### src/dst_defs.vh
// Register map, field positions, reset values and divider constants
`ifndef DST_DEFS_VH
`define DST_DEFS_VH

// Register byte addresses
`define DST_ADDR_TX_LOW 8'h18
`define DST_ADDR_TX_HIGH 8'h19
`define DST_ADDR_TY_LOW 8'h1A
`define DST_ADDR_TY_HIGH 8'h1B
`define DST_ADDR_TXM 8'h1C
`define DST_ADDR_IRQ 8'h1D
`define DST_ADDR_TYM 8'h1F

// First timer mode register fields
`define DST_TXM_WRCTL 0
`define DST_TXM_MODE_LO 1
`define DST_TXM_MODE_HI 2
`define DST_TXM_POL 3
`define DST_TXM_STOP 7
`define DST_TXM_USED 8'h8F

// First timer modes
`define DST_TX_TIMER 2'h0
`define DST_TX_BIPHASE 2'h1
`define DST_TX_EVENT 2'h2
`define DST_TX_PWIDTH 2'h3

// Second timer mode register fields
`define DST_TYM_XDIV_LO 0
`define DST_TYM_XDIV_HI 1
`define DST_TYM_YDIV_LO 2
`define DST_TYM_YDIV_HI 3
`define DST_TYM_MODE_LO 4
`define DST_TYM_MODE_HI 5
`define DST_TYM_POL 6
`define DST_TYM_STOP 7

// Second timer modes
`define DST_TY_TIMER 2'h0
`define DST_TY_PERIOD 2'h1
`define DST_TY_EVENT 2'h2
`define DST_TY_HLWIDTH 2'h3

// Request register bit positions
`define DST_IRQ_TX 0
`define DST_IRQ_TY 1
`define DST_IRQ_FIRST_TIMER_INPUT_PIN 2
`define DST_IRQ_SECOND_TIMER_INPUT_PIN 3

// Reset values
`define DST_TXM_RESET 8'h00
`define DST_TYM_RESET 8'h00
`define DST_TIMER_RESET 16'hFFFF

// Prescaler width: longest ratio is 128
`define DST_PRESCALE_W 7

`endif

### src/dst_timers.v
// Dual 16-bit timers, down-counting except the first timer's up/down biphase mode, with byte-ordered CPU access
//
// Design decision made here: the strobed register port.
`timescale 1ns/1ns
`include "dst_defs.vh"

module dst_timers (
    input wire sys_clk,
    input wire rstn,
    input wire [7:0] bus_addr,
    input wire [7:0] bus_wdata,
    input wire bus_wr,
    input wire bus_rd,
    output reg [7:0] bus_rdata,
    input wire first_timer_input_pin,
    input wire second_timer_input_pin,
    input wire phase_a_input_pin,
    output reg first_timer_irq,
    output reg second_timer_irq,
    output reg first_input_irq,
    output reg second_input_irq
);

////////////////////////////////////////////////////////////////////////////
// Reset release

reg rst_meta;
reg rst_n;

always @(posedge sys_clk or negedge rstn) begin
    if (!rstn) begin
        rst_meta <= 1'b0;
        rst_n <= 1'b0;
    end else begin
        rst_meta <= 1'b1;
        rst_n <= rst_meta;
    end
end

////////////////////////////////////////////////////////////////////////////
// Registers and state

reg [7:0] first_timer_mode_reg;
reg [7:0] second_timer_mode_reg;
reg [15:0] tx_latch;
reg [15:0] tx_count;
reg [15:0] ty_latch;
reg [15:0] ty_count;
reg [15:0] ty_capture;
reg [7:0] tx_wr_low;
reg [7:0] ty_wr_low;
reg [7:0] tx_rd_low;
reg [7:0] ty_rd_low;
reg [`DST_PRESCALE_W-1:0] prescale;
reg first_timer_input_pin_prev;
reg second_timer_input_pin_prev;
reg phase_a_prev;

////////////////////////////////////////////////////////////////////////////
// Decode and field extraction

wire wr_tx_low = bus_wr && (bus_addr == `DST_ADDR_TX_LOW);
wire wr_tx_high = bus_wr && (bus_addr == `DST_ADDR_TX_HIGH);
wire wr_ty_low = bus_wr && (bus_addr == `DST_ADDR_TY_LOW);
wire wr_ty_high = bus_wr && (bus_addr == `DST_ADDR_TY_HIGH);
wire wr_txm = bus_wr && (bus_addr == `DST_ADDR_TXM);
wire wr_tym = bus_wr && (bus_addr == `DST_ADDR_TYM);
wire wr_irq = bus_wr && (bus_addr == `DST_ADDR_IRQ);
wire rd_tx_high = bus_rd && (bus_addr == `DST_ADDR_TX_HIGH);
wire rd_ty_high = bus_rd && (bus_addr == `DST_ADDR_TY_HIGH);

wire [1:0] tx_mode =
    first_timer_mode_reg[`DST_TXM_MODE_HI:`DST_TXM_MODE_LO];
wire tx_wrctl = first_timer_mode_reg[`DST_TXM_WRCTL];
wire tx_pol = first_timer_mode_reg[`DST_TXM_POL];
wire tx_stop = first_timer_mode_reg[`DST_TXM_STOP];
wire [1:0] tx_div_sel =
    second_timer_mode_reg[`DST_TYM_XDIV_HI:`DST_TYM_XDIV_LO];
wire [1:0] ty_div_sel =
    second_timer_mode_reg[`DST_TYM_YDIV_HI:`DST_TYM_YDIV_LO];
wire [1:0] ty_mode =
    second_timer_mode_reg[`DST_TYM_MODE_HI:`DST_TYM_MODE_LO];
wire ty_pol = second_timer_mode_reg[`DST_TYM_POL];
wire ty_stop = second_timer_mode_reg[`DST_TYM_STOP];

////////////////////////////////////////////////////////////////////////////
// Prescaler: one free counter, each ratio is a one-cycle tick

always @(posedge sys_clk or negedge rst_n) begin
    if (!rst_n) begin
        prescale <= {`DST_PRESCALE_W{1'b0}};
    end else begin
        prescale <= prescale + 1'b1;
    end
end

wire tick_4 = &prescale[1:0];
wire tick_8 = &prescale[2:0];
wire tick_16 = &prescale[3:0];
wire tick_32 = &prescale[4:0];
wire tick_128 = &prescale[6:0];

reg tx_tick;
reg ty_tick;

always @* begin
    case (tx_div_sel)
        2'h0: tx_tick = tick_4;
        2'h1: tx_tick = tick_8;
        2'h2: tx_tick = tick_16;
        2'h3: tx_tick = tick_128;
        default: tx_tick = 1'b0;
    endcase
    case (ty_div_sel)
        2'h0: ty_tick = tick_8;
        2'h1: ty_tick = tick_16;
        2'h2: ty_tick = tick_32;
        2'h3: ty_tick = tick_4;
        default: ty_tick = 1'b0;
    endcase
end

////////////////////////////////////////////////////////////////////////////
// Input edges (pins are taken as synchronous)

always @(posedge sys_clk or negedge rst_n) begin
    if (!rst_n) begin
        first_timer_input_pin_prev <= 1'b0;
        second_timer_input_pin_prev <= 1'b0;
        phase_a_prev <= 1'b0;
    end else begin
        first_timer_input_pin_prev <= first_timer_input_pin;
        second_timer_input_pin_prev <= second_timer_input_pin;
        phase_a_prev <= phase_a_input_pin;
    end
end

wire c0_rise = first_timer_input_pin && !first_timer_input_pin_prev;
wire c0_fall = !first_timer_input_pin && first_timer_input_pin_prev;
wire c1_rise = second_timer_input_pin && !second_timer_input_pin_prev;
wire c1_fall = !second_timer_input_pin && second_timer_input_pin_prev;
wire pa_rise = phase_a_input_pin && !phase_a_prev;
wire pa_fall = !phase_a_input_pin && phase_a_prev;

// Polarity 0: count on rising, request and period bound on falling
wire c0_count_edge = tx_pol ? c0_fall : c0_rise;
wire c0_irq_edge = tx_pol ? c0_rise : c0_fall;
wire c1_count_edge = ty_pol ? c1_fall : c1_rise;
wire c1_irq_edge = ty_pol ? c1_rise : c1_fall;
// Pulse width: polarity 0 measures the high level
wire c0_active = first_timer_input_pin ^ tx_pol;

////////////////////////////////////////////////////////////////////////////
// First timer

wire pa_edge = pa_rise || pa_fall;
wire pb_edge = c0_rise || c0_fall;
// Simultaneous edges on both phases carry no direction and are dropped
wire bi_step = (pa_edge ^ pb_edge) && (tx_mode == `DST_TX_BIPHASE);
wire bi_up = pa_edge ? (pa_rise ^ first_timer_input_pin)
                     : (c0_fall ^ phase_a_input_pin);

reg tx_dec;

always @* begin
    case (tx_mode)
        `DST_TX_TIMER: tx_dec = tx_tick;
        `DST_TX_EVENT: tx_dec = c0_count_edge;
        `DST_TX_PWIDTH: tx_dec = tx_tick && c0_active;
        default: tx_dec = 1'b0;
    endcase
end

wire tx_underflow = !tx_stop && tx_dec && (tx_count == 16'h0000);
wire tx_bi_wrap = !tx_stop && bi_step &&
    (bi_up ? (tx_count == 16'hFFFF) : (tx_count == 16'h0000));

always @(posedge sys_clk or negedge rst_n) begin
    if (!rst_n) begin
        tx_wr_low <= 8'h00;
        tx_latch <= `DST_TIMER_RESET;
        tx_count <= `DST_TIMER_RESET;
    end else begin
        if (wr_tx_low) begin
            tx_wr_low <= bus_wdata;
        end
        if (wr_tx_high) begin
            tx_latch <= {bus_wdata, tx_wr_low};
        end
        if (wr_tx_high && !tx_wrctl) begin
            tx_count <= {bus_wdata, tx_wr_low};
        end else if (tx_stop) begin
            tx_count <= tx_count;
        end else if (bi_step) begin
            if (bi_up) begin
                tx_count <= tx_count + 16'h0001;
            end else begin
                tx_count <= tx_count - 16'h0001;
            end
        end else if (tx_underflow) begin
            tx_count <= tx_latch;
        end else if (tx_dec) begin
            tx_count <= tx_count - 16'h0001;
        end
    end
end

////////////////////////////////////////////////////////////////////////////
// Second timer

wire ty_cap_mode = (ty_mode == `DST_TY_PERIOD) ||
    (ty_mode == `DST_TY_HLWIDTH);
wire ty_cap_edge = !ty_stop && (
    ((ty_mode == `DST_TY_PERIOD) && c1_irq_edge) ||
    ((ty_mode == `DST_TY_HLWIDTH) && (c1_rise || c1_fall)));
wire ty_dec = (ty_mode == `DST_TY_EVENT) ? c1_count_edge : ty_tick;
wire ty_underflow = !ty_stop && ty_dec && (ty_count == 16'h0000);

always @(posedge sys_clk or negedge rst_n) begin
    if (!rst_n) begin
        ty_wr_low <= 8'h00;
        ty_latch <= `DST_TIMER_RESET;
        ty_count <= `DST_TIMER_RESET;
        ty_capture <= `DST_TIMER_RESET;
    end else begin
        if (wr_ty_low) begin
            ty_wr_low <= bus_wdata;
        end
        if (wr_ty_high) begin
            ty_latch <= {bus_wdata, ty_wr_low};
        end
        if (ty_cap_edge) begin
            ty_capture <= ty_count;
        end
        if (ty_stop) begin
            ty_count <= ty_count;
        end else if (ty_cap_edge || ty_underflow) begin
            ty_count <= ty_latch;
        end else if (ty_dec) begin
            ty_count <= ty_count - 16'h0001;
        end
    end
end

////////////////////////////////////////////////////////////////////////////
// Request flags: a new event wins over a same-cycle clear

always @(posedge sys_clk or negedge rst_n) begin
    if (!rst_n) begin
        first_timer_irq <= 1'b0;
        second_timer_irq <= 1'b0;
        first_input_irq <= 1'b0;
        second_input_irq <= 1'b0;
    end else begin
        first_timer_irq <= (tx_underflow || tx_bi_wrap) ||
            (first_timer_irq && !(wr_irq && bus_wdata[`DST_IRQ_TX]));
        second_timer_irq <= ty_underflow ||
            (second_timer_irq && !(wr_irq && bus_wdata[`DST_IRQ_TY]));
        first_input_irq <= c0_irq_edge ||
            (first_input_irq && !(wr_irq && bus_wdata[`DST_IRQ_FIRST_TIMER_INPUT_PIN]));
        second_input_irq <=
            ((ty_mode == `DST_TY_HLWIDTH) ? (c1_rise || c1_fall)
                                          : c1_irq_edge) ||
            (second_input_irq && !(wr_irq && bus_wdata[`DST_IRQ_SECOND_TIMER_INPUT_PIN]));
    end
end

////////////////////////////////////////////////////////////////////////////
// Mode registers and read path

// Capture modes read the edge capture, other modes the live count
wire [15:0] ty_read_src = ty_cap_mode ? ty_capture : ty_count;

always @(posedge sys_clk or negedge rst_n) begin
    if (!rst_n) begin
        first_timer_mode_reg <= `DST_TXM_RESET;
        second_timer_mode_reg <= `DST_TYM_RESET;
        tx_rd_low <= 8'h00;
        ty_rd_low <= 8'h00;
        bus_rdata <= 8'h00;
    end else begin
        if (wr_txm) begin
            first_timer_mode_reg <= bus_wdata & `DST_TXM_USED;
        end
        if (wr_tym) begin
            second_timer_mode_reg <= bus_wdata;
        end
        if (rd_tx_high) begin
            tx_rd_low <= tx_count[7:0];
        end
        if (rd_ty_high) begin
            ty_rd_low <= ty_read_src[7:0];
        end
        if (bus_rd) begin
            case (bus_addr)
                `DST_ADDR_TX_LOW: bus_rdata <= tx_rd_low;
                `DST_ADDR_TX_HIGH: bus_rdata <= tx_count[15:8];
                `DST_ADDR_TY_LOW: bus_rdata <= ty_rd_low;
                `DST_ADDR_TY_HIGH: bus_rdata <= ty_read_src[15:8];
                `DST_ADDR_TXM: bus_rdata <= first_timer_mode_reg;
                `DST_ADDR_TYM: bus_rdata <= second_timer_mode_reg;
                `DST_ADDR_IRQ: bus_rdata <= {4'h0, second_input_irq,
                    first_input_irq, second_timer_irq, first_timer_irq};
                default: bus_rdata <= 8'h00;
            endcase
        end else begin
            bus_rdata <= 8'h00;
        end
    end
end

endmodule // dst_timers

### config.mk
export PLATFORM = sky130hd
export DESIGN_NAME = dst_timers
export DESIGN_NICKNAME = d
export VERILOG_FILES = /design/src/dst_timers.v
export VERILOG_INCLUDE_DIRS = /design/src
export SDC_FILE = /design/constraint.sdc
export NUM_CORES = 1
export LEC_CHECK = 0
export BUFFER_PORTS_ARGS = -buffer_cell sky130_fd_sc_hd__buf_2
export CAP_MARGIN = 20
export CORE_MARGIN = 8
export CORE_UTILIZATION = 30
export CTS_CLUSTER_DIAMETER = 60
export DETAILED_ROUTE_END_ITERATION = 16
export SLEW_MARGIN = 10
export SYNTH_ARGS = -nofsm -noshare
export SYNTH_HDL_FRONTEND = slang
export SYNTH_SLANG_ARGS = --single-unit
### constraint.sdc
create_clock -name sys_clk -period 10.7 [get_ports sys_clk]
set_input_delay 1.07 -clock sys_clk [delete_from_list [all_inputs] [get_ports sys_clk]]
set_output_delay 1.07 -clock sys_clk [all_outputs]
set_load 0.01 [all_outputs]
* After elaboration in Yosys (flattened, before gate mapping)
Cells that the tools add are included.
Cells by class: add/subtract/negate cells 4, multiply operators 0, divide/modulo/power cells 0, magnitude comparators 0, equality and inequality tests 21, shift-type cells 0, multiplexer cells 22, bitwise operators 5, reduce and logical (&&, ||, !) cells 73
Operators with widths (number):
- 16-bit 2-to-1 mux | 9
- 8-bit by 5-bit equality test with 1-bit output, second input constant | 7
- 8-bit one-hot mux with 7 select lines | 1
- 1-bit logical AND | 35
- 16-bit zero test | 2
- 16-bit by 1-bit subtractor with 16-bit output, second input constant | 2
- 16-bit by 1-bit adder with 16-bit output, second input constant | 1
- 16-bit equality test, second input constant | 1
- 2-bit equality test, second input constant | 8
- 1-bit zero test | 13
- 1-bit logical OR | 11
- 2-bit by 1-bit equality test with 1-bit output, second input constant | 4
- 1-bit 2-to-1 mux | 8
- 8-bit 2-to-1 mux | 1
- 1-bit one-hot mux with 4 select lines | 2
- 7-bit by 1-bit adder with 7-bit output, second input constant | 1
- 7-bit AND reduction | 1
- 2-bit zero test | 3
- 2-bit AND reduction | 3
- 5-bit AND reduction | 1
- 4-bit AND reduction | 1
- 4-bit nonzero test | 1
- 1-bit XOR | 4
- 1-bit one-hot mux with 3 select lines | 1
- 4 further kinds | 4
Word-level totals: bits in registers 149, bits in latches 0, bits in writable memories 0, ROM bits 0, bits of input ports 23, word-level logic and storage cells 147, memories 0

* Longest topological paths before layout
Gate-level depths: netlist (run 1).
depth after elaboration 10, mapped depth 12, mapped depth without buffers 9

* Worst setup path after synthesis (run 1)
No wires, ideal clock.
path type input port to flip-flop, start point input port bus_addr[7], end point register tx_latch[0], setup time 0.082 ns, data arrival time 2.923 ns, data required time 10.618 ns, path slack 7.695 ns, stages 7, cell sequence nand4bb_1 > nor2_1 > nand2_1 > nor3b_2 > nand2_1 > clkbuf_1 > mux2_2
Between the ends: longest elaborated chain between the ends 2
RTL lines:
- start, declared | RTL line dst_timers.v:10 | input wire [7:0] bus_addr,
- 8-bit by 5-bit equality test with 1-bit output
- 1-bit logical AND | RTL line dst_timers.v:63 | wire wr_tx_high = bus_wr && (bus_addr == `DST_ADDR_TX_HIGH);
- end signal, assigned | RTL line dst_timers.v:181 | tx_latch <= `DST_TIMER_RESET;
- end signal, assigned | RTL line dst_timers.v:188 | tx_latch <= {bus_wdata, tx_wr_low};
- end, declared | RTL line dst_timers.v:45 | reg [15:0] tx_latch;
No other way between the ends. A chain may end at the register's enable or synchronous reset.

* Worst setup path in the final report (run 1)
start point register ty_count[0], end point register ty_count[15]
Between the ends: longest elaborated chain between the ends 5, elaborated cells between the ends (all ways) 8, classes of those cells add/sub: 1; mux: 2; reduce/logical: 5
RTL lines:
- start, declared | RTL line dst_timers.v:48 | reg [15:0] ty_count;
- start signal, assigned | RTL line dst_timers.v:223 | ty_count <= `DST_TIMER_RESET;
- start signal, assigned | RTL line dst_timers.v:236 | ty_count <= ty_count;
- start signal, assigned | RTL line dst_timers.v:238 | ty_count <= ty_latch;
- branches (longest 5 deep; another with 16-bit by 1-bit subtractor with 16-bit output)
Several ways; the timed one is not identified. The select of a mux whose other input is x is not followed.

==> results of run 1 <==
==> cell usage in the layout (no fill, tap or decap), types with 17 or more instances in the layout <==
master / synthesis / routed
dfstp_2: 80 / 80
mux2_2: 78 / 78
nand2_1: 73 / 73
dfrtp_1: 69 / 68
o21ai_0: 53 / 52
nor2_1: 38 / 38
mux2i_1: 37 / 37
buf_2: 7 / 34
nand3_1: 27 / 27
inv_1: 26 / 26
xnor2_1: 22 / 22
a21oi_1: 21 / 21
nor3_1: 20 / 20
clkbuf_16: 0 / 17
==> per-layer routing <==
metal | vias up | routed length (um) | part of all wire, % | track usage, %
li1 | 2834 | - | - | -
met1 | 3039 | 9920 | 46 | 18.1
met2 | 203 | 9850 | 46 | 20.7
met3 | 30 | 1280 | 6.0 | 2.96
met4 | 4 | 465 | 2.2 | 5.54
met5 | - | 27 | 0.13 | 0
==> cell families after synthesis <==
kind of cell	count (synthesis)	synth area share (%)
buf+inv	73	3.94
mux	116	15.8
compound gates	153	12.2
other cells	1	0.0466
fa+ha+maj	11	1.71
flops	149	47.6
xor+xnor	30	3.27
simple gates	242	15.5
==> worst max-delay path: stages (launching register included) <==
cell,delay [ps]
dfstp_2,390
inv_1,70
ha_1,190
or4b_2,650
nor4_4,320
or4b_1,680
and2_1,450
o21ai_0,230
o2bb2a_1,230
==> power by group <==
part	internal [mW]	switching, mW
Sequential	0.677	0.120
Combinational	0.142	0.165
Clock	0.306	0.264
==> worst min-delay path by stage <==
stage,from,end,slack (ps),depth (start not counted)
finish,rst_n,ty_wr_low[6],280,0
detailed placement,rst_meta,rst_n,330,0
floorplan,rst_meta,rst_n,330,0
global placement,rst_meta,rst_n,340,0
global route,rst_n,ty_wr_low[5],320,0
CTS,rst_meta,rst_n,350,0
==> final cells by class <==
type                       count  share of cell area [%]
sequential                   149                    42.3
clock inverter                15                    1.48
antenna                        1                  0.0276
tap                          341                    4.70
inverter                      26                    1.08
timing repair buffer          42                    2.76
multi-input combinational    553                    43.0
clock buffer                  17                    4.69
==> flow_metrics.env, run 1 <==
export IMPL_die_w_um=180
export IMPL_multi_input_area_mm2=0.00390
export IMPL_synth_distinct_cells=67
export IMPL_hold_viol=0
export IMPL_async_reset_ff_share_pct=100
export IMPL_maxCapViolations=0
export IMPL_row_count=60
export IMPL_powerDensity_mw_per_mm2=185
export IMPL_dp_cells=1110
export IMPL_synth_area_top_cells="dfstp_2 26%, dfrtp_1 21%, mux2_2 11%"
export IMPL_critPathKind="reg2reg"
export IMPL_worst_setup_path_start_kind="flip-flop"
export IMPL_coreArea_mm2=0.0267
export IMPL_endpoint_kind="flip-flop"
export IMPL_synthTopCellsByCount="80 x dfstp_2, 78 x mux2_2, 73 x nand2_1"
export IMPL_startpoint="ty_count[0]"
export IMPL_leakage_nw=3.81
export IMPL_post_drt_wl_per_cell_um=18.8
export IMPL_setup_viol=0
export IMPL_syn_area_mm2=0.00804
export IMPL_period_share_pct=30.6
export IMPL_num_vias=6110
export IMPL_fin_ws_ps=7430
export IMPL_rrSetupSlack_ps=7430
export IMPL_clock_skew_ps=10.4
export IMPL_cts_buffers=17
export IMPL_postRouteAntennaNets=0
export IMPL_slew_headroom_pct=25.5
export IMPL_io_buffers=34
export IMPL_initialDrtViolationCount=556
export IMPL_cts_buffer_depth=2
export IMPL_yosys_cell_count_top_type="dfstp_2"
export IMPL_area_growth_pct=12.8
export IMPL_regToRegStartpoint="ty_count[0]"
export IMPL_path_clk_slew_ps=70
export IMPL_synth_cells=775
export IMPL_drcViolationCount=0
export IMPL_io_pins=35
export IMPL_synth_largest_area_cell="dfstp_2"
export IMPL_finalCriticalPeriod_ps=3270
export IMPL_post_dp_cell_area_mm2=0.00848
export IMPL_dieArea_mm2=0.0323
export IMPL_synth_nets=809
export IMPL_synth_edf_count=0
export IMPL_cp_max_fo=17
export IMPL_clock_latency_ps=430
export IMPL_h_tree_depth=4
export IMPL_cts_resized_gates=0
export IMPL_cts_sinks=149
export IMPL_synth_seq_cells=149
export IMPL_final_util_pct=34.0
export IMPL_final_area_mm2=0.00907
export IMPL_fmax_mhz=306
export IMPL_grt_max_degree=82
export IMPL_wl_um=21500
export IMPL_peakVddDrop_uv=119
export IMPL_grtUsageTotal_pct=13.5
export IMPL_dpl_hpwl_um=15200
export IMPL_hp_class="reg2async"
export IMPL_grt_overflow=0
export IMPL_grt_pass1_vias=6028
export IMPL_yosys_area_top_type_share_pct=26.1
export IMPL_cts_hold_buffers=0
export IMPL_cp_required_ps=11060
export IMPL_grt_pass1_wl_um=34900
export IMPL_rsz0062_at_grt="false"
export IMPL_drtPass1Iterations=6
export IMPL_worstSetupEndpoint="ty_count[15]"
export IMPL_pre_cts_slack_ps=7190
export IMPL_fillers=2637
export IMPL_place_congestion=0.888
export IMPL_fin_hold_ws_ps=284
export IMPL_yosysWarningCount=0
export IMPL_ys_flop_type="dfstp_2"
export IMPL_cts_tree="built"
export IMPL_slew_violations=0
export IMPL_final_layout_size_suffix_gt1_share_pct=30.7
export IMPL_post_cts_buffers=0
export IMPL_seq_area_mm2=0.00383
export IMPL_setup_tns_ps=0
export IMPL_total_power_mw=1.67
export IMPL_final_cells=1144
export IMPL_initial_core_util_pct=30.2
export IMPL_cp_arrival_ps=3630
export IMPL_status="completed"
export IMPL_antenna_found_initial=3
export IMPL_root_buffer="clkbuf_16"
export IMPL_nets=823
export IMPL_tightest_slew_ps=1110
export IMPL_via_per_inst=5.34
export IMPL_reg2reg_depth=8
export IMPL_syn_avg_cell_area_um2=10.4
export IMPL_yosysSeqAreaShare_pct=47.6
export IMPL_die_h_um=180
export IMPL_worst_r2r_endpoint="ty_count[15]"
No activity file was read; power rests on OpenSTA's default activity.
==> run 2: changes to the inputs <==
clock period = 3.09 ns   (was 10.7 ns; I/O delays follow)
==> run 2 against run 1 <==
- combinational power grew to 3.6 times the previous value
- critical path depth is 2 lower
- worst setup slack worse by 7200 ps
- design area is 1.5% higher
- wire length is 2.1% higher
- non-clock buffer count is 16 higher
- global-route usage is 0.26 points higher
- power grew to 3.5 times the previous value
- critical path type unchanged
==> flow_metrics.env, run 2 (synthesized netlist as in run 1, its figures left out) <==
export IMPL_status="completed"
export IMPL_regToRegStartpoint="tx_count[10]"
export IMPL_leakage_nw=3.89
export IMPL_dpl_hpwl_um=15600
export IMPL_slew_headroom_pct=41.6
export IMPL_grt_overflow=0
export IMPL_cts_buffer_depth=2
export IMPL_cts_sinks=149
export IMPL_critPathMaxStageDelay_ps=560
export IMPL_h_tree_depth=4
export IMPL_peakVddDrop_uv=300
export IMPL_cp_arrival_ps=3180
export IMPL_io_buffers=34
export IMPL_dieArea_mm2=0.0323
export IMPL_area_growth_pct=14.5
export IMPL_fillers=2677
export IMPL_fin_ws_ps=258
export IMPL_cp_max_fo=12
export IMPL_powerDensity_mw_per_mm2=639
export IMPL_drcViolationCount=0
export IMPL_slew_violations=0
export IMPL_fin_hold_ws_ps=16.4
export IMPL_drtPass1Iterations=5
export IMPL_holdPathStages=1
export IMPL_clock_skew_ps=7.57
export IMPL_antenna_found_initial=3
export IMPL_setup_tns_ps=0
export IMPL_postRouteAntennaNets=0
export IMPL_maxCapViolations=0
export IMPL_critPathKind="reg2reg"
export IMPL_tightest_slew_ps=876
export IMPL_place_congestion=0.944
export IMPL_wl_um=22000
export IMPL_grt_max_degree=68
export IMPL_post_drt_wl_per_cell_um=19.0
export IMPL_rsz0062_at_grt="false"
export IMPL_io_pins=35
export IMPL_path_clk_slew_ps=70
export IMPL_worstPathCellList="or4_4, or3_4, or4_1, or2_1, mux2i_1, a211oi_1"
export IMPL_final_common_cell="dfstp_2"
export IMPL_period_share_pct=91.6
export IMPL_grt_pass1_wl_um=35300
export IMPL_clock_latency_ps=430
export IMPL_worst_r2r_endpoint="tx_count[1]"
export IMPL_finalCriticalPeriod_ps=2830
export IMPL_hp_class="in2reg"
export IMPL_cts_buffers=17
export IMPL_grt_pass1_vias=6115
export IMPL_cp_required_ps=3440
export IMPL_cts_tree="built"
export IMPL_fmax_mhz=353
export IMPL_rrSetupSlack_ps=260
export IMPL_endpoint_kind="flip-flop"
export IMPL_worst_setup_path_start_kind="flip-flop"
export IMPL_die_w_um=180
export IMPL_final_cell_mix="80 x dfstp_2, 78 x mux2_2, 72 x nand2_1, 68 x dfrtp_1, 52 x o21ai_0"
export IMPL_coreArea_mm2=0.0267
export IMPL_pre_cts_slack_ps=147
export IMPL_initialDrtViolationCount=617
export IMPL_row_count=60
export IMPL_setup_viol=0
export IMPL_holdPathEnd="second_timer_input_pin_prev"
export IMPL_reg2reg_depth=6
export IMPL_min_from="second_timer_input_pin"
export IMPL_slowest_stage="or4_4"
export IMPL_nets=839
export IMPL_num_vias=6224
export IMPL_initial_core_util_pct=30.2
export IMPL_final_area_mm2=0.00921
export IMPL_die_h_um=180
export IMPL_via_per_inst=5.37
export IMPL_post_dp_cell_area_mm2=0.00861
export IMPL_hold_viol=0
export IMPL_final_layout_size_suffix_gt1_share_pct=32.2
export IMPL_root_buffer="clkbuf_16"
export IMPL_grtUsageTotal_pct=13.7
run 2: cell count changes in the layout (fill, tap and decap cells not counted):
cell           before  now
and2_2              0    1
buf_4               7   22
clkinvlp_4          2    1
inv_6               5    6
clkinv_8            0    2
and2_1              2    1
inv_8               3    4
buf_16              1    0
nand2_2             0    1
buf_12              0    1
nand2_1            73   72
clkinv_4            4    1
dlygate4sd3_1       0    1
run 2: final cells by class:
| type | count | area, um^2 | area share (%) |
|---|---|---|---|
| Tap cell | 341 | 427 | 4.63 |
| Timing Repair Buffer | 58 | 365 | 3.97 |
| Sequential cell | 149 | 3830 | 41.6 |
| Antenna cell | 1 | 2.50 | 0.0272 |
| Clock buffer | 17 | 425 | 4.62 |
| Multi-Input combinational cell | 553 | 3910 | 42.4 |
| Clock inverter | 15 | 153 | 1.66 |
| Inverter | 26 | 97.6 | 1.06 |
run 2: how the worst max path moves through the flow:
stage	from	end	depth (start not counted)
2_1_floorplan	ty_count[0]	ty_count[14]	11
3_3_place_gp	ty_count[0]	ty_count[11]	9
3_5_place_dp	ty_count[0]	ty_count[7]	9
4_1_cts	ty_count[0]	ty_count[7]	9
5_1_grt	ty_count[0]	ty_count[11]	9
6_report	tx_count[10]	tx_count[1]	6
run 2: what timing repair did:
item	4_1_cts	5_1_grt
gates resized for setup	0	2
setup buffers	0	0
hold endpoints to repair	2	0
hold buffers	1	0
setup endpoints to repair	0	9
run 2: report_power, final:
group / internal (mW) / switching [mW]
Combinational: 0.512 / 0.597
Sequential: 2.34 / 0.401
Clock: 1.08 / 0.956
run 2: critical path, delay by kind of cell (launching register included):
| kind | cells | cell delay [ps] |
|---|---|---|
| AND/OR/NAND/NOR | 4 | 1920 |
| flip-flops | 1 | 420 |
| AO/OA/AOI/OAI | 1 | 210 |
| multiplexers | 1 | 200 |
run 2: metrics by stage:
stage / std cells / util, % / total power [mW]
6_report: 1160 / 34.5 / 5.89
5_1_grt: 1160 / 34.5 / 6.18
4_1_cts: 1159 / 34.5 / 5.92
3_5_place_dp: 1126 / 32.3 / 3.87
3_3_place_gp: 1126 / 32.3 / 3.84
2_1_floorplan: 775 / - / 3.50
run 2: routing by layer:
metal,vias to the layer above,global-route usage (%),part of all wire (%)
met5,-,0,0.12
met4,4,5.67,2.5
met3,39,2.54,5.3
met2,214,21.0,45
met1,3080,18.7,47
li1,2887,-,-
==> run 3: changes to the inputs <==
REMOVE_ABC_BUFFERS = 1   (was not set)
==> run 3 against run 2 <==
- maximum frequency is 2.4% lower
- sequential share of layout area shrank 0.12 points
- critical path depth did not move
- cell count unchanged
- worst hold slack worse by 7.8 ps
- design area grew 0.30%
- worst setup slack worse by 70 ps
- via count fell by 0.24%
- critical path type unchanged
- highest routed layer unchanged
==> flow_metrics.env, run 3 (synthesized netlist as in run 1, its figures left out) <==
export IMPL_cp_required_ps=3420
export IMPL_rsz0062_at_grt="false"
export IMPL_cp_arrival_ps=3240
export IMPL_cp_max_fo=12
export IMPL_root_buffer="clkbuf_16"
export IMPL_clockPowerShare_pct=34.8
export IMPL_endpoint_kind="flip-flop"
export IMPL_slew_violations=0
export IMPL_power_frac_seq_pct=46.1
export IMPL_final_util_pct=34.7
export IMPL_io_buffers=34
export IMPL_hold_viol=0
export IMPL_grt_overflow=0
export IMPL_final_cells=1160
export IMPL_row_count=60
export IMPL_clock_skew_ps=8.25
export IMPL_cts_buffers=17
export IMPL_initial_core_util_pct=30.2
export IMPL_antenna_cells=0
export IMPL_h_tree_depth=4
export IMPL_slew_headroom_pct=43.2
export IMPL_finalCriticalPeriod_ps=2900
export IMPL_peakVddDrop_uv=283
export IMPL_cts_buffer_depth=2
export IMPL_drtPass1Iterations=6
export IMPL_worstPathCellList="or4_4, or3_4, or4_1, or2_1, mux2i_1, a211oi_1"
export IMPL_post_dp_cell_area_mm2=0.00862
export IMPL_total_power_mw=5.94
export IMPL_rrSetupSlack_ps=190
export IMPL_final_cell_mix="80 x dfstp_2, 78 x mux2_2, 72 x nand2_1, 68 x dfrtp_1, 52 x o21ai_0"
export IMPL_p_sw_mw=1.88
export IMPL_period_share_pct=93.9
export IMPL_reg2reg_depth=6
export IMPL_num_vias=6209
export IMPL_min_from="second_timer_input_pin"
export IMPL_fmax_mhz=345
export IMPL_critPathKind="reg2reg"
export IMPL_p_sw_share_pct=31.6
export IMPL_regToRegStartpoint="tx_count[9]"
export IMPL_path_clk_slew_ps=60
export IMPL_internal_power_mw=4.07
export IMPL_postRouteAntennaNets=0
export IMPL_dpl_hpwl_um=15300
export IMPL_cts_tree="built"
export IMPL_dieArea_mm2=0.0323
export IMPL_critPathMaxStageDelay_ps=540
export IMPL_pwr_share_comb_pct=19.1
export IMPL_coreArea_mm2=0.0267
export IMPL_drcViolationCount=0
export IMPL_final_area_mm2=0.00924
export IMPL_slowest_stage="or4_4"
export IMPL_grt_pass1_wl_um=35000
export IMPL_grtUsageTotal_pct=13.6
export IMPL_leakage_nw=3.90
export IMPL_final_layout_size_suffix_gt1_share_pct=32.2
export IMPL_maxCapViolations=0
export IMPL_grt_pass1_vias=6060
export IMPL_antenna_found_initial=1
export IMPL_via_per_inst=5.35
export IMPL_wl_um=21700
export IMPL_final_common_cell="dfstp_2"
export IMPL_status="completed"
export IMPL_die_h_um=180
export IMPL_initialDrtViolationCount=568
export IMPL_powerDensity_mw_per_mm2=644
export IMPL_startpoint="tx_count[9]"
export IMPL_worst_setup_path_start_kind="flip-flop"
export IMPL_setup_tns_ps=0
export IMPL_die_w_um=180
export IMPL_tightest_slew_ps=845
export IMPL_holdPathStages=1
export IMPL_setup_viol=0
export IMPL_place_congestion=0.892
export IMPL_nets=840
export IMPL_pre_cts_slack_ps=162
export IMPL_cts_sinks=149
export IMPL_dp_cells=1127
export IMPL_grt_max_degree=75
export IMPL_post_drt_wl_per_cell_um=18.7
export IMPL_hp_class="in2reg"
export IMPL_fin_ws_ps=188
export IMPL_io_pins=35
export IMPL_fin_hold_ws_ps=8.58
export IMPL_clock_latency_ps=430
export IMPL_area_growth_pct=14.9
-- run 3: worst paths after layout --
path,endpoint
worst min-delay path,second_timer_input_pin_prev
min in group asynchronous,rst_n
worst max-delay path,tx_count[1]
max in group asynchronous,tx_count[11]
worst max register to register,tx_count[1]
worst min register to register,rst_n
-- run 3: layer usage --
layer | GRT usage [%] | share of wire, % | vias up | routed length, um
met1 | 18.1 | 45 | 3054 | 9840
met4 | 5.87 | 2.8 | 2 | 614
li1 | - | - | 2882 | -
met2 | 21.5 | 46 | 230 | 9950
met3 | 2.46 | 5.8 | 41 | 1250
met5 | 0 | 0.055 | - | 12
-- run 3: layout make-up --
type,count,area (um^2)
repair buffers,59,373
clock buffers,22,517
fillers,2649,17400
clock inverters,10,83.8
well taps,341,427
multi-input cells,553,3910
flip-flops and latches,149,3830
inverters,26,97.6
-- run 3: worst max-delay path: cells and delay by family (launching register included) --
family / cells / cell delay [ps]
AOI/OAI and AO/OA: 1 / 260
and+or+nand+nor: 4 / 1910
muxes: 1 / 200
DFF: 1 / 420
-- run 3: power groups by stage --
stage | clock network, mW | registers, mW | logic (mW)
final | 2.07 | 2.74 | 1.14
after global routing | 2.19 | 2.78 | 1.28
after CTS | 2.10 | 2.73 | 1.13
after detailed placement | 0 | 2.76 | 1.12
after global placement | 0 | 2.75 | 1.10
after floorplan | 0 | 2.65 | 0.795
-- run 3: what timing repair did --
action                     4_1_cts  5_1_grt
hold buffers                     1        0
setup buffers                    0        0
resized for setup                0        2
hold endpoints to repair         2        0
setup endpoints to repair        0        7
